File: config.mk
export PLATFORM = sky130hd
export DESIGN_NAME = nsf_register_file
export DESIGN_NICKNAME = d
export VERILOG_FILES = /design/src/shared/nsf_pkg.sv /design/src/nsf_register_file.sv
export SDC_FILE = /design/constraint.sdc
export NUM_CORES = 1
export LEC_CHECK = 0
export ABC_AREA = 0
export BUFFER_PORTS_ARGS = -buffer_cell sky130_fd_sc_hd__clkbuf_2
export CORE_MARGIN = 2
export CORE_UTILIZATION = 40
export DETAILED_ROUTE_END_ITERATION = 16
export SETUP_SLACK_MARGIN = 0.1
export SLEW_MARGIN = 10
export SYNTH_ARGS = -nofsm -noshare
export SYNTH_HDL_FRONTEND = slang
export SYNTH_SLANG_ARGS = --single-unit
export TNS_END_PERCENT = 10
File: constraint.sdc
create_clock -name i_mclk -period 4.3 [get_ports i_mclk]
set_input_delay 0.43 -clock i_mclk [delete_from_list [all_inputs] [get_ports i_mclk]]
set_output_delay 0.43 -clock i_mclk [all_outputs]
set_load 0.02 [all_outputs]
File: src/shared/nsf_pkg.sv
// Package of offsets, reset values and flag positions for the nibble register file.
`default_nettype none
package nsf_pkg;
  // Register addresses.
  localparam logic [3:0] ADR_PORT_ZERO   = 4'h0;
  localparam logic [3:0] ADR_PORT_FOUR   = 4'h1;
  localparam logic [3:0] ADR_PTR_LOW     = 4'h2;
  localparam logic [3:0] ADR_PTR_HIGH    = 4'h3;
  localparam logic [3:0] ADR_PORT_ONE    = 4'h4;
  localparam logic [3:0] ADR_IR_CTRL     = 4'h5;
  localparam logic [3:0] ADR_STK_LOW     = 4'h6;
  localparam logic [3:0] ADR_STK_HIGH    = 4'h7;
  localparam logic [3:0] ADR_PORT_TWO    = 4'h8;
  localparam logic [3:0] ADR_SELFPROG    = 4'h9;
  localparam logic [3:0] ADR_SCRATCH_LO  = 4'hA;
  localparam logic [3:0] ADR_SCRATCH_HI  = 4'hB;
  localparam logic [3:0] ADR_PORT_THREE  = 4'hC;
  localparam logic [3:0] ADR_CLOCK_SETUP = 4'hD;
  localparam logic [3:0] ADR_PIN_SETUP   = 4'hE;
  localparam logic [3:0] ADR_UV_SETUP    = 4'hF;
  // Reset values.
  localparam logic [3:0] RST_PORT        = 4'hF;
  localparam logic [3:0] RST_ZERO        = 4'h0;
  localparam logic [1:0] RST_PTR_HIGH    = 2'h0;
  localparam logic [3:0] RST_STK_LOW     = 4'hF;
  localparam logic [1:0] RST_STK_HIGH    = 2'h1;
  localparam logic [3:0] RST_UV_POR      = 4'h8;
  localparam logic [15:0] RST_FLAGS      = 16'h23FF;
  // Field positions.
  localparam int PIN_SETUP_PUSHPULL_BIT  = 1;
  localparam int UV_UNDEF_BIT            = 2;
  // Flag positions in the function flag array.
  localparam logic [3:0] FLG_STOP        = 4'hF;
  localparam logic [3:0] FLG_SLEEP       = 4'hE;
  localparam logic [3:0] FLG_WDOG_RUN    = 4'hD;
  localparam logic [3:0] FLG_WDOG_CLEAR  = 4'hC;
  localparam logic [3:0] FLG_MAP_UPPER   = 4'hB;
  localparam logic [3:0] FLG_MAP_LOWER   = 4'hA;
  // Address spans.
  localparam int DATA_MEM_DEPTH          = 64;
  localparam logic [9:0] PROG_ADDR_LAST  = 10'h3FF;
endpackage : nsf_pkg
`default_nettype wire

File: src/nsf_register_file.sv
// Nibble special register file, function flag array and indirect data memory.
`timescale 1ns/100ps
`default_nettype none
// Overview of operation
// (RULE_01) Sixteen registers, 4-bit direct address, four rows.
// (RULE_02) Sixteen flags, position chosen by pointer low.
// (RULE_03) Data memory of 64 bit-addressable nibbles.
// (RULE_04) Program space is 000H to 3FFH, unpaged.
// (RULE_05) Port latches reset to all ones always.
// (RULE_06) Data pointer clears; high half two bits.
// (RULE_07) Stack pointer resets to 1111 and 01.
// (RULE_08) Self-program control gated by map flags; resets zero.
// (RULE_09) Clock setup cleared only by power-on.
// (RULE_10) Pin setup: other resets clear bit 1 only.
// (RULE_11) Undervoltage setup 1x00 on power-on; else kept.
// (RULE_12) Infrared output control resets to zero.
// (RULE_13) Scratch nibbles reset zero, store written values.
// (RULE_14) Unimplemented bits read as zero.
// (RULE_15) Reduced variants must not write absent registers.
// (RULE_16) Low level on port zero/one leaves stop.
// (RULE_17) Port two selectable open-drain or push-pull.
// (RULE_18) Ports two, three, four-high bitwise set/clear.
// (RULE_19) Flags write-only, set/clear at pointer position.
// (RULE_20) Port writes hit latch; port reads return pins.
// (RULE_21) Changes happen only at final cycle state, except the pin wake that clears stop.
// (RULE_22) Writes on clock edge; register reads combinational, memory read registered.
// (RULE_23) Gated self-program writes ignored, reads zero.
module nsf_register_file #(
  parameter int DATA_DEPTH = nsf_pkg::DATA_MEM_DEPTH
) (
  // Clock and resets.
  input  wire logic        i_mclk,
  input  wire logic        i_rst,
  input  wire logic        i_por,
  // Cycle timing from the core.
  input  wire logic        i_final_cycle_state,
  // Register port.
  input  wire logic [3:0]  i_reg_addr,
  input  wire logic        i_reg_wr,
  input  wire logic [3:0]  i_reg_wdata,
  output logic      [3:0]  o_reg_rdata,
  // Function flag operations.
  input  wire logic        i_flag_set,
  input  wire logic        i_flag_clr,
  // Indirect data memory port.
  input  wire logic [5:0]  i_mem_addr,
  input  wire logic        i_mem_wr,
  input  wire logic [3:0]  i_mem_wdata,
  input  wire logic        i_mem_bit_set,
  input  wire logic        i_mem_bit_clr,
  input  wire logic [1:0]  i_mem_bit_sel,
  output logic      [3:0]  o_mem_rdata,
  // Program address check.
  input  wire logic [9:0]  i_prog_addr,
  output logic             o_prog_addr_ok,
  // Pins: one open-drain or push-pull group per port.
  input  wire logic [3:0]  i_port_zero_pin,
  input  wire logic [3:0]  i_port_one_pin,
  input  wire logic [3:0]  i_port_two_pin,
  input  wire logic [3:0]  i_port_three_pin,
  input  wire logic [3:0]  i_port_four_pin,
  output logic      [3:0]  o_port_zero_out,
  output logic      [3:0]  o_port_zero_oe,
  output logic      [3:0]  o_port_one_out,
  output logic      [3:0]  o_port_one_oe,
  output logic      [3:0]  o_port_two_out,
  output logic      [3:0]  o_port_two_oe,
  output logic      [3:0]  o_port_three_out,
  output logic      [3:0]  o_port_three_oe,
  output logic      [3:0]  o_port_four_out,
  output logic      [3:0]  o_port_four_oe,
  // Register contents for the rest of the chip.
  output logic      [5:0]  o_data_pointer,
  output logic      [5:0]  o_stack_ptr,
  output logic      [3:0]  o_ir_output_control,
  output logic      [3:0]  o_selfprog_control,
  output logic      [3:0]  o_clock_setup,
  output logic      [3:0]  o_pin_setup,
  output logic      [3:0]  o_undervoltage_setup,
  output logic      [15:0] o_function_flags,
  output logic             o_stop_wake
);

  ////////////////////////////////////////////////////////////////////////////
  // Storage.
  logic [3:0]  port_latch_ff [5];
  logic [3:0]  ptr_low_ff;
  logic [1:0]  ptr_high_ff;
  logic [3:0]  stk_low_ff;
  logic [1:0]  stk_high_ff;
  logic [3:0]  ir_ctrl_ff;
  logic [3:0]  selfprog_ff;
  logic [3:0]  scratch_lo_ff;
  logic [3:0]  scratch_hi_ff;
  logic [3:0]  clock_setup_ff;
  logic [3:0]  pin_setup_ff;
  logic [3:0]  uv_setup_ff;
  logic [15:0] flags_ff;
  logic [3:0]  data_mem [DATA_DEPTH];
  logic        commit;
  logic        map_ok;
  logic [3:0]  port_pins [5];

  // Index of a port latch for an address, or 7 when the address is no port.
  function automatic logic [2:0] port_index(input logic [3:0] adr);
    case (adr)
      nsf_pkg::ADR_PORT_ZERO:  port_index = 3'h0;
      nsf_pkg::ADR_PORT_ONE:   port_index = 3'h1;
      nsf_pkg::ADR_PORT_TWO:   port_index = 3'h2;
      nsf_pkg::ADR_PORT_THREE: port_index = 3'h3;
      nsf_pkg::ADR_PORT_FOUR:  port_index = 3'h4;
      default:                 port_index = 3'h7;
    endcase
  endfunction : port_index

  // Writes from one instruction land together at its last state.
  assign commit = i_final_cycle_state;                                       // [RULE_21]
  assign map_ok = flags_ff[nsf_pkg::FLG_MAP_UPPER] & ~flags_ff[nsf_pkg::FLG_MAP_LOWER]; // [RULE_08]

  assign port_pins[0] = i_port_zero_pin;
  assign port_pins[1] = i_port_one_pin;
  assign port_pins[2] = i_port_two_pin;
  assign port_pins[3] = i_port_three_pin;
  assign port_pins[4] = i_port_four_pin;

  ////////////////////////////////////////////////////////////////////////////
  // Port latches, with bitwise set and clear through the flag array.
  genvar gp;
  generate
    for (gp = 0; gp < 5; gp++) begin : g_port
      always_ff @(posedge i_mclk) begin
        if (i_rst) begin
          port_latch_ff[gp] <= nsf_pkg::RST_PORT;                            // [RULE_05]
        end else if (commit && i_reg_wr && port_index(i_reg_addr) == 3'(gp)) begin
          port_latch_ff[gp] <= i_reg_wdata;                                  // [RULE_20] [RULE_22]
        end else if (commit && (i_flag_set ^ i_flag_clr)) begin
          // Only the addressed bit moves; neighbours keep their value.
          if (gp == 2 && ptr_low_ff[3:2] == 2'h0) begin
            port_latch_ff[gp][ptr_low_ff[1:0]] <= i_flag_set;                // [RULE_18]
          end else if (gp == 3 && ptr_low_ff[3:2] == 2'h1) begin
            port_latch_ff[gp][ptr_low_ff[1:0]] <= i_flag_set;                // [RULE_18]
          end else if (gp == 4 && ptr_low_ff == 4'h8) begin
            port_latch_ff[gp][3] <= i_flag_set;                              // [RULE_18]
          end else if (gp == 4 && ptr_low_ff == 4'h9) begin
            port_latch_ff[gp][2] <= i_flag_set;                              // [RULE_18]
          end
        end
      end
    end
  endgenerate

  ////////////////////////////////////////////////////////////////////////////
  // Pointers, control and scratch registers.
  always_ff @(posedge i_mclk) begin
    if (i_rst) begin
      ptr_low_ff  <= nsf_pkg::RST_ZERO;                                      // [RULE_06]
      ptr_high_ff <= nsf_pkg::RST_PTR_HIGH;                                  // [RULE_06]
    end else if (commit && i_reg_wr && i_reg_addr == nsf_pkg::ADR_PTR_LOW) begin
      ptr_low_ff <= i_reg_wdata;                                             // [RULE_22]
    end else if (commit && i_reg_wr && i_reg_addr == nsf_pkg::ADR_PTR_HIGH) begin
      ptr_high_ff <= i_reg_wdata[1:0];                                       // [RULE_06]
    end
  end

  always_ff @(posedge i_mclk) begin
    if (i_rst) begin
      stk_low_ff  <= nsf_pkg::RST_STK_LOW;                                   // [RULE_07]
      stk_high_ff <= nsf_pkg::RST_STK_HIGH;                                  // [RULE_07]
    end else if (commit && i_reg_wr && i_reg_addr == nsf_pkg::ADR_STK_LOW) begin
      stk_low_ff <= i_reg_wdata;
    end else if (commit && i_reg_wr && i_reg_addr == nsf_pkg::ADR_STK_HIGH) begin
      stk_high_ff <= i_reg_wdata[1:0];
    end
  end

  always_ff @(posedge i_mclk) begin
    if (i_rst) begin
      ir_ctrl_ff    <= nsf_pkg::RST_ZERO;                                    // [RULE_12]
      selfprog_ff   <= nsf_pkg::RST_ZERO;                                    // [RULE_08]
      scratch_lo_ff <= nsf_pkg::RST_ZERO;                                    // [RULE_13]
      scratch_hi_ff <= nsf_pkg::RST_ZERO;                                    // [RULE_13]
    end else if (commit && i_reg_wr) begin
      if (i_reg_addr == nsf_pkg::ADR_IR_CTRL) begin
        ir_ctrl_ff <= i_reg_wdata;
      end
      if (i_reg_addr == nsf_pkg::ADR_SELFPROG && map_ok) begin
        selfprog_ff <= i_reg_wdata;                                          // [RULE_23]
      end
      if (i_reg_addr == nsf_pkg::ADR_SCRATCH_LO) begin
        scratch_lo_ff <= i_reg_wdata;                                        // [RULE_13]
      end
      if (i_reg_addr == nsf_pkg::ADR_SCRATCH_HI) begin
        scratch_hi_ff <= i_reg_wdata;                                        // [RULE_13]
      end
    end
  end

  ////////////////////////////////////////////////////////////////////////////
  // Configuration: survives non-power-on resets as far as specified.
  always_ff @(posedge i_mclk) begin
    if (i_por) begin
      clock_setup_ff <= nsf_pkg::RST_ZERO;                                   // [RULE_09]
      pin_setup_ff   <= nsf_pkg::RST_ZERO;                                   // [RULE_10]
      uv_setup_ff    <= nsf_pkg::RST_UV_POR;                                 // [RULE_11]
    end else if (i_rst) begin
      // Clock and undervoltage setup hold; only the push-pull bit drops.
      pin_setup_ff[nsf_pkg::PIN_SETUP_PUSHPULL_BIT] <= 1'b0;                 // [RULE_10]
    end else if (commit && i_reg_wr) begin
      if (i_reg_addr == nsf_pkg::ADR_CLOCK_SETUP) begin
        clock_setup_ff <= i_reg_wdata;
      end
      if (i_reg_addr == nsf_pkg::ADR_PIN_SETUP) begin
        pin_setup_ff <= i_reg_wdata;
      end
      if (i_reg_addr == nsf_pkg::ADR_UV_SETUP) begin
        uv_setup_ff <= i_reg_wdata;
      end
    end
  end

  ////////////////////////////////////////////////////////////////////////////
  // Function flag array.
  always_ff @(posedge i_mclk) begin
    if (i_rst) begin
      flags_ff <= nsf_pkg::RST_FLAGS;
    end else if (commit && (i_flag_set ^ i_flag_clr)) begin
      // The port-bit flags follow latches through flag operations only, not register writes; they are kept for completeness.
      flags_ff[ptr_low_ff] <= i_flag_set;                                    // [RULE_02] [RULE_19]
      // Stop may not be entered while any wake pin is already low.
      if (ptr_low_ff == nsf_pkg::FLG_STOP && i_flag_set && o_stop_wake) begin
        flags_ff[nsf_pkg::FLG_STOP] <= 1'b0;
      end
      if (ptr_low_ff == nsf_pkg::FLG_WDOG_RUN && !map_ok) begin
        flags_ff[nsf_pkg::FLG_WDOG_RUN] <= flags_ff[nsf_pkg::FLG_WDOG_RUN];
      end
      if (ptr_low_ff == nsf_pkg::FLG_SLEEP && i_flag_set) begin
        flags_ff[nsf_pkg::FLG_WDOG_RUN] <= 1'b1;
      end
    end else if (flags_ff[nsf_pkg::FLG_STOP] && o_stop_wake) begin
      flags_ff[nsf_pkg::FLG_STOP] <= 1'b0;                                   // [RULE_16]
    end else if (commit && i_reg_wr && i_reg_addr == nsf_pkg::ADR_SELFPROG && map_ok) begin
      flags_ff[nsf_pkg::FLG_WDOG_RUN] <= 1'b1;
    end
  end

  assign o_stop_wake = ~(&i_port_zero_pin) | ~(&i_port_one_pin);             // [RULE_16]

  ////////////////////////////////////////////////////////////////////////////
  // Indirect data memory, with single-bit set and clear.
  always_ff @(posedge i_mclk) begin
    if (commit && i_mem_wr) begin
      data_mem[i_mem_addr] <= i_mem_wdata;                                   // [RULE_03]
    end else if (commit && (i_mem_bit_set ^ i_mem_bit_clr)) begin
      data_mem[i_mem_addr][i_mem_bit_sel] <= i_mem_bit_set;                  // [RULE_03]
    end
  end

  always_ff @(posedge i_mclk) begin
    if (i_rst) begin
      o_mem_rdata <= 4'h0;
    end else begin
      o_mem_rdata <= data_mem[i_mem_addr];
    end
  end

  assign o_prog_addr_ok = (i_prog_addr <= nsf_pkg::PROG_ADDR_LAST);          // [RULE_04]

  ////////////////////////////////////////////////////////////////////////////
  // Read selection: port addresses return pin levels.
  always_comb begin
    o_reg_rdata = 4'h0;
    case (i_reg_addr)                                                        // [RULE_01] [RULE_22]
      nsf_pkg::ADR_PORT_ZERO:   o_reg_rdata = port_pins[0];                  // [RULE_20]
      nsf_pkg::ADR_PORT_ONE:    o_reg_rdata = port_pins[1];
      nsf_pkg::ADR_PORT_TWO:    o_reg_rdata = port_pins[2];
      nsf_pkg::ADR_PORT_THREE:  o_reg_rdata = port_pins[3];
      nsf_pkg::ADR_PORT_FOUR:   o_reg_rdata = port_pins[4];
      nsf_pkg::ADR_PTR_LOW:     o_reg_rdata = ptr_low_ff;
      nsf_pkg::ADR_PTR_HIGH:    o_reg_rdata = {2'h0, ptr_high_ff};           // [RULE_14]
      nsf_pkg::ADR_STK_LOW:     o_reg_rdata = stk_low_ff;
      nsf_pkg::ADR_STK_HIGH:    o_reg_rdata = {2'h0, stk_high_ff};           // [RULE_14]
      nsf_pkg::ADR_IR_CTRL:     o_reg_rdata = ir_ctrl_ff;
      nsf_pkg::ADR_SELFPROG:    o_reg_rdata = map_ok ? selfprog_ff : 4'h0;   // [RULE_23]
      nsf_pkg::ADR_SCRATCH_LO:  o_reg_rdata = scratch_lo_ff;
      nsf_pkg::ADR_SCRATCH_HI:  o_reg_rdata = scratch_hi_ff;
      nsf_pkg::ADR_CLOCK_SETUP: o_reg_rdata = clock_setup_ff;
      nsf_pkg::ADR_PIN_SETUP:   o_reg_rdata = pin_setup_ff;
      nsf_pkg::ADR_UV_SETUP:    o_reg_rdata = uv_setup_ff;
      default:                  o_reg_rdata = 4'h0;
    endcase
  end

  ////////////////////////////////////////////////////////////////////////////
  // Pin drive: open drain pulls low only; port two may drive both levels.
  assign o_port_zero_out  = 4'h0;
  assign o_port_zero_oe   = ~port_latch_ff[0];
  assign o_port_one_out   = 4'h0;
  assign o_port_one_oe    = ~port_latch_ff[1];
  assign o_port_two_out   = pin_setup_ff[nsf_pkg::PIN_SETUP_PUSHPULL_BIT] ? port_latch_ff[2] : 4'h0;
  assign o_port_two_oe    = pin_setup_ff[nsf_pkg::PIN_SETUP_PUSHPULL_BIT] ? 4'hF : ~port_latch_ff[2]; // [RULE_17]
  assign o_port_three_out = 4'h0;
  assign o_port_three_oe  = ~port_latch_ff[3];
  assign o_port_four_out  = 4'h0;
  assign o_port_four_oe   = ~port_latch_ff[4];

  assign o_data_pointer       = {ptr_high_ff, ptr_low_ff};
  assign o_stack_ptr          = {stk_high_ff, stk_low_ff};
  assign o_ir_output_control  = ir_ctrl_ff;
  assign o_selfprog_control   = selfprog_ff;
  assign o_clock_setup        = clock_setup_ff;
  assign o_pin_setup          = pin_setup_ff;
  assign o_undervoltage_setup = uv_setup_ff;
  assign o_function_flags     = flags_ff;

endmodule : nsf_register_file
`default_nettype wire

# Yosys cells after proc, flatten, opt, wreduce, memory -nomap -nowiden

Memory sizes are Yosys's and may differ from the RTL's. A register that Yosys moved wholly into a read port is not among the register bits.
Index checks and enable logic that the tools add are counted.

Bits in registers: 56
Bits in latches: 0
Bits in writable memories: 276
Memory bits (read-only): 0
Input bits: 60
Logic and storage cells: 212
Memories kept: 2

Add/sub/neg operators: 0
Multipliers: 0
Div/mod/pow operators: 0
$lt $le $gt $ge: 7
Equal/unequal tests: 27
Shifts and indexed selects: 0
Multiplexer cells: 83
Bitwise gates (word level): 34
Reduce and logical (&&, ||, !) cells: 44

Memories:

| name          | depth | bits a word | rd ports | clocked after memory_dff | wr ports | line                    | RTL |
|---|---|---|---|---|---|---|---|
| data_mem      | 64    | 4           | 1        | 1                        | 1        | nsf_register_file.sv:99 | `logic [3:0] data_mem [DATA_DEPTH];` |
| port_latch_ff | 5     | 4           | 5        | 0                        | 5        | nsf_register_file.sv:86 | `logic [3:0] port_latch_ff [5];` |

Operators by type and width:

| kind                                                              | count |
|---|---|
| two-way mux 1 bit                                                 | 65 |
| one-hot mux 4 bit (16 select lines)                               | 1 |
| == test 4 bit, second input constant                              | 13 |
| two-way mux 4 bit                                                 | 11 |
| logical AND 1 bit                                                 | 24 |
| inverter 4 bit                                                    | 5 |
| bitwise OR 1 bit                                                  | 20 |
| bitwise mux 16 bit                                                | 1 |
| == test 4 x 3 -> 1 bit, second input constant                     | 4 |
| one-hot mux 3 bit (5 select lines)                                | 1 |
| AND reduction 2 bit                                               | 7 |
| AND reduction 3 bit                                               | 4 |
| <= comparator 10 bit, second input constant                       | 1 |
| == test 4 x 2 -> 1 bit, second input constant                     | 2 |
| AND reduction 4 bit                                               | 2 |
| == test 3 x 2 -> 1 bit, second input constant                     | 2 |
| < comparator 2 x 3 -> 1 bit, second input constant                | 2 |
| inverter 1 bit                                                    | 6 |
| < comparator 4 x 5 -> 1 bit, second input constant                | 1 |
| demux 1 bit (select 2 bit)                                        | 2 |
| demux 1 bit (select 4 bit)                                        | 1 |
| == test 4 x 1 -> 1 bit, second input constant                     | 1 |
| greater-or-equal comparator 2 x 1 -> 1 bit, second input constant | 2 |
| greater-or-equal comparator 4 x 1 -> 1 bit, second input constant | 1 |
| 14 further kinds                                                  | 16 |

# Logic depth before layout (Yosys ltp)

Gate-level depths: netlist of the first run.

Depth after elaboration: 10
Gate-level depth with buffers: 8
Gate-level depth less buffers: 5

# Worst setup path before layout of the first run

No wires, ideal clock.

Path type: input-to-reg
From: input port i_final_cycle_state
To: memory data_mem[0][0] (data pin)
Library setup time: 0.702 ns
Arrival time: 3.497 ns
Data required time: 3.598 ns
Slack: 0.101 ns
Stages: 4
Path buffers: 1
Path through: clkbuf_1 -> and3b_1 -> a31oi_1 -> o21ai_0

Cells in the longest elaborated chain, start to end: 5
Elaborated cells on any way between the ends: 6
Those cells by class: mux (4); reduce/logical (2)

RTL lines:

| item                                      | line                     | RTL |
|---|---|---|
| start: declaration                        | nsf_register_file.sv:36  | `input wire logic i_final_cycle_state,` |
| logical AND 1 bit                         | nsf_register_file.sv:253 | `end else if (commit && (i_mem_bit_set ^ i_mem_bit_clr)) begin` |
| two-way mux 1 bit                         | nsf_register_file.sv:253 |  |
| two-way mux 1 bit *                       | nsf_register_file.sv:251 | `if (commit && i_mem_wr) begin` |
| two-way mux 4 bit (not written as such) * | nsf_register_file.sv:254 | `data_mem[i_mem_addr][i_mem_bit_sel] <= i_mem_bit_set;` |
| two-way mux 1 bit (no line) *             | n/a                      |  |
| end: declaration                          | nsf_register_file.sv:99  |  |

Mark *: on every way between the ends. The rest lies on a longest branch, timed or not.

# Worst setup path in the final report of the first run

From: input port i_reg_addr[1]
To: output port o_reg_rdata[1]

Cells in the longest elaborated chain, start to end: 2
Elaborated cells on any way between the ends: 17
Those cells by class: eq/ne (15); mux (1); reduce/logical (1)

RTL lines:

| item                                        | line                     | RTL |
|---|---|---|
| start: declaration                          | nsf_register_file.sv:38  | `input wire logic [3:0] i_reg_addr,` |
| == test 4 bit, or another cell as far along | nsf_register_file.sv:272 | `case (i_reg_addr)` |
| one-hot mux 4 bit (16 select lines) *       | nsf_register_file.sv:272 |  |
| end: declaration                            | nsf_register_file.sv:41  | `output logic [3:0] o_reg_rdata,` |

Marks and branches as above.

==> results of run 1 <==
==> kinds of logic (layout without fill, tap and decap cells) <==
group                     after synthesis  count (layout)  share of synthesized area
and+or+nand+nor                       595             595                     0.1660
DFF                                   336             336                     0.6044
AOI/OAI and AO/OA                     242             242                     0.1100
buffers and inverters                 147             259                    0.04638
muxes                                 103             103                    0.07157
other                                   2              17                  0.0004784
xor gates and xnor gates                2               2                   0.001116
==> through the flow <==
stage	util	hold WS, ps	total power (uW)	instances	instance area (um^2)
6_report	0.4633	229.7	7234	2072	17950
5_1_grt	0.4633	224.2	7465	2072	17950
4_1_cts	0.4633	195.5	7295	2072	17950
3_5_place_dp	0.4331	454.7	4223	2005	16780
3_3_place_gp	0.4331	444.8	4218	2005	16780
2_1_floorplan	-	451.4	4024	1442	15760
==> cells in the final DEF, fill, tap and decap left out, types with 7 or more instances in the layout <==
cell type,n
a222oi_1,7
inv_1,26
mux2_4,8
a21oi_1,33
mux2i_1,80
mux2_2,11
a221o_1,15
dfxtp_1,60
buf_4,35
a211o_1,8
a22o_1,12
clkbuf_2,129
conb_1,17
a22oi_1,15
clkinv_2,8
o21ai_4,8
nand3b_1,8
nor3_1,10
clkbuf_16,38
nand2_1,135
nand3_1,24
nor2b_1,14
o21ai_0,36
nand2b_1,28
nor2_1,319
o211ai_1,9
and2_1,10
o22ai_1,28
clkinv_1,7
o22a_1,12
a31oi_1,8
or3_1,11
edfxtp_1,276
a221oi_1,31
==> state kept, by name (all words and copies together) (netlist names) <==
register	count
o_pin_setup	4
stk_high_ff	2
o_ir_output_control	4
ptr_low_ff	4
scratch_lo_ff	4
o_mem_rdata	4
stk_low_ff	4
o_selfprog_control	4
o_function_flags	16
scratch_hi_ff	4
o_undervoltage_setup	4
ptr_high_ff	2
port_latch_ff	20
o_clock_setup	4
data_mem	256
==> cell type report <==
class | count | area [um^2]
inverters | 28 | 105.1
multi-input cells | 959 | 5628
fillers | 3613 | 20790
repair buffers | 164 | 908.4
well taps | 518 | 648.1
clock inverters | 22 | 182.7
clock buffers | 45 | 987.2
flip-flops and latches | 336 | 9489
==> where the power goes <==
part,switching [uW],internal (uW)
combinational,426,161
clock,1300,1770
sequential,11.9,3560
==> Yosys cell counts, drive strengths merged (9+ instances only) <==
master / instances
nor2: 321
edfxtp: 276
nand2: 135
mux2i: 80
clkbuf: 65
dfxtp: 60
buf: 54
o21ai: 45
a21oi: 33
a221oi: 31
nand2b: 28
o22ai: 28
inv: 27
nand3: 24
mux2: 20
a221o: 15
a22oi: 15
nor2b: 14
a22o: 12
o22a: 12
nor3: 11
or3: 11
and2: 10
o211ai: 9
==> routing by layer <==
metal	track usage	vias to the layer above	routed length, um
met2	0.3344	474	20140
li1	-	5356	-
met3	0.03563	79	2937
met4	0.06674	0	1143
met1	0.2770	5714	18190
met5	0	-	0
==> path summary, 6_finish.rpt <==
kind / start / end
min: i_por / o_pin_setup[0]$_SDFFE_PP0P_
max reg2reg: ptr_low_ff[2]$_SDFFE_PP0P_ / port_latch_ff[2][3]$_DFFE_PP_
min reg2reg: o_function_flags[5]$_SDFFE_PP1P_ / o_function_flags[5]$_SDFFE_PP1P_
max: i_reg_addr[1] / o_reg_rdata[1]
==> results_dict.tcl, run 1 <==
set metrics [dict create \
    design.die.area_mm2 0.04085 \
    grt_pass1_wl_um 64600 \
    p_per_area_mw_per_mm2 403.0 \
    grt_max_degree 65 \
    coreArea_mm2 0.03874 \
    yosys.cell_types.count 65 \
    path_class "input pin to output pin" \
    clk_path_buf_depth 3 \
    yosys_warnings 0 \
    hold_path.class "input pin to register" \
    io_pins 158 \
    start_util 0.4053 \
    synth.avg_cell_area_um2 11.00 \
    routed_via_density 5.610 \
    leakagePower_uw 0.006433 \
    worstSetupStartpointType "input pin" \
    finalCritPeriodShare 0.7056 \
    setup_slack_ps 1266 \
    netlist_area_mm2 0.01570 \
    antenna_found_initial 0 \
    yosysTopAreaCellShare 0.5279 \
    gp_congestion 0.9051 \
    async_flop_share 0 \
    yosys.area.top_type "edfxtp_1" \
    routed_wirelength_um 42410 \
    die-height_um 202.1 \
    fin_crit_ps 3034 \
    cp_common_cell "clkbuf_2" \
    grt_use_total 0.2044 \
    drt_pass1_iterations 7 \
    ff2ff_setup_slack_ps 2110 \
    dp_hpwl_um 26800 \
    cp.buffers_inverters 2 \
    antenna_cells 0 \
    end_kind "output pin" \
    required_ps 3870 \
    ctsHoldBuffers 0 \
    drive_gt1_frac 0.1660 \
    cp.depth 6 \
    postCtsSetupRepairBufs 0 \
    cts_sinks 336 \
    place_ws_ps 1230 \
    worstPathCellList "clkbuf_2 > nand2b_1 > nor3b_2 > a221oi_1 > a31oi_1 > clkbuf_2" \
    drt_iter0_drc 937 \
    dr_total_vias 11623 \
    rr_worst_depth 4 \
    cp_max_fo 27 \
    cts_buffers 37 \
    tns_ps 0 \
    io_buffer_count 130 \
    max_stage_delay_ps 680 \
    worstPathArrival_ps 2600 \
    setup_violations 0 \
    drc 0 \
    fin_skew_ps 17.69 \
    fmaxAchievable_mhz 329.6 \
    synth.area.top_cells "edfxtp_1 (53%), dfxtp_1 (7.7%), nor2_1 (7.6%)" \
    holdPathStages 2 \
    worst_pin_slew_ps 1113 \
    first_global_vias 11115 \
    die-width_um 202.1 \
    hold_violations 0 \
    synth-seq-area-share 0.6044 \
    clk_latency_ps 550 \
    synth-main-ff-cell "edfxtp_1" \
    syn_inst 1427 \
    cts_resized 0 \
    rsz0062_at_grt "false" \
    root_buffer "clkbuf_16" \
    globalRouteOverflowTotal 0 \
    peakVddDrop_v 0.0002217 \
    ys_seq_elements 336 \
    maxSlewViolCount 0 \
    cts_tree "yes" \
    crit_family "simple AND/OR/NAND/NOR gates" \
    critPathSlowestCell "nor3b_2" \
    area_growth_pct 14.33 \
    slew-limit-headroom 0.2479 \
    status "completed" \
    num_rows 72 \
    layout.nets 1586 \
    htreeDepth 2 \
    drt.antenna.violating_nets 0 \
    path_clk_slew_ps 60 \
    wl_per_cell_um 20.47 \
    synth_edf_count 276 \
    drv_cap 0 \
]
Note: power is estimated with default switching activity, not from simulation.
==> run 2: changes to the inputs <==
Clock period 4.3 ns to 2.7 ns, I/O delays scaled along.
==> run 2 against run 1 <==
  * Sequential power is 59% higher
  * Count of clock-buffer cells in the layout is 1 lower
  * Final area is 2.0% higher
  * First-iteration DRC count is 17% higher
  * Total power is 62% higher
  * Routed wire length is 3.3% higher
  * Hold slack worse by 170 ps
  * Die area stayed put
  * Non-clock buffer count is 33 higher
  * Sequential share of layout area is 1.1 points lower
  * Largest power group unchanged
==> results_dict.tcl, run 2 (same netlist as run 1, synthesis figures left out) <==
set metrics [dict create \
    intPower_uw 8849 \
    pwr-share-comb 0.085 \
    p_sw_uw 2850 \
    p_per_area_mw_per_mm2 638.8 \
    setup_violations 0 \
    drive_gt1_frac 0.1849 \
    hold_path_startpoint "i_por" \
    hold_path.class "input pin to register" \
    maxSlewViolCount 0 \
    path_clk_slew_ps 60 \
    drc 0 \
    worstPathCellList "mux2i_1 > a22oi_1 > a21oi_1 > a31oi_1 > clkbuf_2" \
    fin_crit_ps 2416 \
    place_area_mm2 0.01711 \
    peakVddDrop_v 0.0004103 \
    rsz0062_at_grt "false" \
    power_frac_clock 0.429 \
    cts_sinks 336 \
    die-height_um 202.1 \
    antenna_found_initial 0 \
    first_global_vias 11486 \
    fillers 3621 \
    postCtsSetupRepairBufs 0 \
    clk_latency_ps 560 \
    layout_commonest_cell "nor2_1" \
    cp-startpoint "ptr_low_ff[1]$_SDFFE_PP0P_" \
    cp_max_fo 12 \
    coreArea_mm2 0.03874 \
    r2r_start "data_mem[33][1]$_DFFE_PP_" \
    cp.depth 5 \
    cts_buffers 38 \
    dr_total_vias 11803 \
    rr_worst_depth 5 \
    cts_resized 0 \
    ctsHoldBuffers 0 \
    finalCritPeriodShare 0.8948 \
    cts_tree "yes" \
    slew-limit-headroom 0.2277 \
    final_cell_mix "nor2_1 (319), edfxtp_1 (276), nand2_1 (135)" \
    place_ws_ps 251.6 \
    end_kind "output pin" \
    io_pins 158 \
    worstPathArrival_ps 2150 \
    num_rows 72 \
    regMostFlops "data_mem" \
    gp_congestion 0.9529 \
    layout.nets 1620 \
    critPathSlowestCell "dfxtp_1" \
    die-width_um 202.1 \
    io_buffer_count 130 \
    seqPwrFrac 0.487 \
    tns_ps 0 \
    fmaxAchievable_mhz 413.9 \
    grt_max_degree 65 \
    globalRouteOverflowTotal 0 \
    power_uw 11700 \
    largest_reg_flops 256 \
    path_class "register to output pin" \
    drt_iter0_drc 1095 \
    ff2ff_setup_slack_ps 760 \
    antenna_cells 0 \
    wl_per_cell_um 20.78 \
    worst_pin_slew_ps 1156 \
    grt_use_total 0.2134 \
    start_util 0.4053 \
    drv_cap 0 \
    stdcell_count 2108 \
    design_area_mm2 0.01831 \
    grt_pass1_wl_um 67010 \
    status "completed" \
    required_ps 2430 \
    clk_path_buf_depth 3 \
    placedCellCount 2038 \
    drt.antenna.violating_nets 0 \
    setup_slack_ps 284.2 \
    cp.buffers_inverters 1 \
    crit_family "flip-flops" \
    hold_violations 0 \
    worstSetupStartpointType "register" \
    r2r-end "o_mem_rdata[1]$_SDFF_PP0_" \
    design.die.area_mm2 0.04085 \
    fin_skew_ps 18.97 \
    endpoint "o_reg_rdata[1]" \
    leakagePower_uw 0.006650 \
    max_stage_delay_ps 650 \
    htreeDepth 2 \
    routed_via_density 5.599 \
    switching_share 0.2436 \
    dp_hpwl_um 28600 \
    drt_pass1_iterations 5 \
    root_buffer "clkbuf_16" \
    area_growth_pct 16.66 \
    routed_wirelength_um 43810 \
]
## run 2: cell types whose count changed in the layout (fill, tap and decap cells not counted), sizes merged
cell,previous run,this run
clkinv,16,21
buf,35,68
clkbuf,174,173
inv,31,30
## run 2: power groups by stage
stage	Sequential [uW]	Combinational, uW	Clock, uW
after floorplan	5800	595	0
after global placement	5800	980	0
after detailed placement	5800	986	0
after CTS	5690	991	5110
after global routing	5690	1060	5310
final	5690	993	5010
## run 2: worst min-delay path by stage
stage	end	slack (ps)	depth (start not counted)
2_1_floorplan	o_pin_setup[1]$_SDFFE_PP0P_	350	1
3_3_place_gp	o_function_flags[6]$_SDFFE_PP1P_	450	1
3_5_place_dp	o_function_flags[7]$_SDFFE_PP1P_	470	1
4_1_cts	o_undervoltage_setup[2]$_SDFFE_PP0P_	40	2
5_1_grt	o_clock_setup[2]$_SDFFE_PP0P_	80	2
6_report	o_undervoltage_setup[2]$_SDFFE_PP0P_	60	2
## run 2: stage by stage
step / hold slack (ps) / util
after floorplan: 346.8 / -
after global placement: 447.2 / 0.4418
after detailed placement: 467.4 / 0.4418
after CTS: 37.67 / 0.4728
after global routing: 80.58 / 0.4728
final: 62.34 / 0.4728
## run 2: routing by layer
layer | vias to the layer above | wire [um] | track usage
li1 | 5424 | - | -
met3 | 68 | 3731 | 0.03660
met2 | 516 | 20440 | 0.3433
met1 | 5795 | 18380 | 0.2916
met4 | 0 | 1262 | 0.07690
met5 | - | 0 | 0
## run 2: area by class of cell
cell class,instances,area (um^2),area share
clock buffer,44,1005,0.05486
clock inverter,26,195.2,0.01066
inverter,28,105.1,0.005739
multi-input combinational,959,5628,0.3073
sequential,336,9489,0.5181
tap,518,648.1,0.03539
timing repair buffer,197,1244,0.06791
==> run 3: changes to the inputs <==
Clock period 2.7 ns to 2.22 ns, I/O delays scaled along.
==> run 3 against run 2 <==
  * Non-clock buffer count up 18
  * Critical path depth up 1
  * Hold slack worse by 22 ps
  * First-iteration DRC count down 3.8%
  * Via count down 0.50%
  * Flip-flop and latch count unchanged
  * Routed wire length down 3.2%
  * Register-to-register slack worse by 450 ps
  * Global-route usage down 0.64 points
  * Die area unchanged
==> results_dict.tcl, run 3 (same netlist as run 1, synthesis figures left out) <==
set metrics [dict create \
    io_buffer_count 130 \
    grt_use_total 0.2070 \
    area_growth_pct 18.53 \
    io_pins 158 \
    die-width_um 202.1 \
    drt_pass1_iterations 5 \
    wl_per_cell_um 19.95 \
    cp.buffers_inverters 1 \
    post-route-util 0.4804 \
    layout_commonest_cell "nor2_1" \
    routed_wirelength_um 42390 \
    worstSetupStartpointType "register" \
    first_global_vias 11593 \
    hold_violations 0 \
    gp_congestion 0.8770 \
    max_stage_delay_ps 320 \
    routed_via_density 5.527 \
    rsz0062_at_grt "true" \
    peakVddDrop_v 0.0004840 \
    worst_pin_slew_ps 843.5 \
    drt_iter0_drc 1053 \
    path_class "register to output pin" \
    die-height_um 202.1 \
    drt.antenna.violating_nets 0 \
    cts_buffers 37 \
    maxSlewViolCount 0 \
    hold_path.class "input pin to register" \
    final_cell_mix "nor2_1 (319), edfxtp_1 (276), nand2_1 (135)" \
    fin_skew_ps 12.24 \
    antenna_found_initial 1 \
    clk_latency_ps 560 \
    drv_cap 0 \
    worstPathCellList "nand2b_4 > nor3b_4 > nand2_1 > o211ai_1 > o22a_1 > clkbuf_8" \
    cts_tree "yes" \
    status "completed" \
    holdPathEnd "o_pin_setup[2]$_SDFFE_PP0P_" \
    holdPathStages 2 \
    hold_path_startpoint "i_por" \
    required_ps 2000 \
    place_area_mm2 0.01734 \
    critPathSlowestCell "dfxtp_2" \
    slew-limit-headroom 0.4356 \
    finalCritPeriodShare 0.9414 \
    r2r-end "o_mem_rdata[1]$_SDFF_PP0_" \
    globalRouteOverflowTotal 0 \
    cts_sinks 336 \
    r2r_start "data_mem[33][1]$_DFFE_PP_" \
    layout.nets 1637 \
    largest_reg_flops 256 \
    htreeDepth 2 \
    coreArea_mm2 0.03874 \
    path_clk_slew_ps 60 \
    root_buffer "clkbuf_16" \
    rr_worst_depth 5 \
    dp_hpwl_um 28200 \
    crit_family "simple AND/OR/NAND/NOR gates" \
    clk_path_buf_depth 3 \
    regMostFlops "data_mem" \
    drive_gt1_frac 0.1974 \
    num_rows 72 \
    fin_crit_ps 2090 \
    place_ws_ps -86.97 \
    grt_max_degree 65 \
    drc 0 \
    end_kind "output pin" \
    p_per_area_mw_per_mm2 770.0 \
    worstPathArrival_ps 1870 \
    fmaxAchievable_mhz 478.5 \
    cp_max_fo 5 \
    setup_slack_ps 130.1 \
    dr_total_vias 11744 \
    setup_violations 0 \
    design_area_mm2 0.01861 \
    grt_pass1_wl_um 65850 \
    start_util 0.4053 \
    ctsHoldBuffers 0 \
    leakagePower_uw 0.006790 \
    design.die.area_mm2 0.04085 \
    ff2ff_setup_slack_ps 310 \
]
## run 3: cell types whose count changed in the layout (fill, tap and decap cells not counted), sizes merged
cell,change
clkinv,-8
clkbuf,+1
buf,+20
bufinv,+2
diode,+1
inv,+1
## run 3: where the power goes
part / switching, uW / total, uW / internal, uW
clock network: 2560 / 6170 / 3610
registers: 26.5 / 6920 / 6890
logic: 830 / 1240 / 411
## run 3: metrics by stage
step | hold WS [ps] | power, uW | std cells | setup TNS (ps)
floorplan | 298.8 | 7787 | 1442 | 0
global placement | 447.9 | 8270 | 2055 | -116.9
detailed placement | 456.2 | 8281 | 2055 | -95.74
CTS | 27.03 | 14430 | 2124 | 0
global route | 53.99 | 14760 | 2125 | 0
finish | 40.11 | 14330 | 2125 | 0
## run 3: per-layer routing
layer,global-route usage,vias to the layer above,share of wire
met5,0,-,0
met3,0.03676,74,0.066
met2,0.3470,420,0.49
li1,-,5462,-
met1,0.2686,5788,0.41
met4,0.07795,0,0.029
## run 3: how the worst max path moves through the flow
| stage | startpoint | endpoint | slack, ps | cells past startpoint |
|---|---|---|---|---|
| 5_1_grt | o_function_flags[10]$_SDFFE_PP0P_ | o_reg_rdata[0] | 50 | 5 |
| 3_5_place_dp | i_mem_addr[2] | o_mem_rdata[2]$_SDFF_PP0_ | -90 | 8 |
| 2_1_floorplan | i_final_cycle_state | data_mem[0][0]$_DFFE_PP_ | 310 | 4 |
| 6_report | o_function_flags[10]$_SDFFE_PP0P_ | o_reg_rdata[3] | 130 | 6 |
| 4_1_cts | o_function_flags[10]$_SDFFE_PP0P_ | o_reg_rdata[3] | 80 | 6 |
| 3_3_place_gp | i_mem_addr[2] | o_mem_rdata[2]$_SDFF_PP0_ | -120 | 8 |
## run 3: repair_timing
action,4_1_cts,5_1_grt
pin swaps,4,6
gates resized for setup,10,7
buffers inserted,1,0
setup endpoints to repair,4,4
## run 3: layout make-up
cell class | count | area (um^2)
clock buffers | 47 | 973.4
flip-flops and latches | 336 | 9497
fillers | 3553 | 20130
multi-input cells | 959 | 5659
repair buffers | 215 | 1493
well taps | 518 | 648.1
diodes | 1 | 2.502
inverters | 28 | 105.1
clock inverters | 21 | 230.2
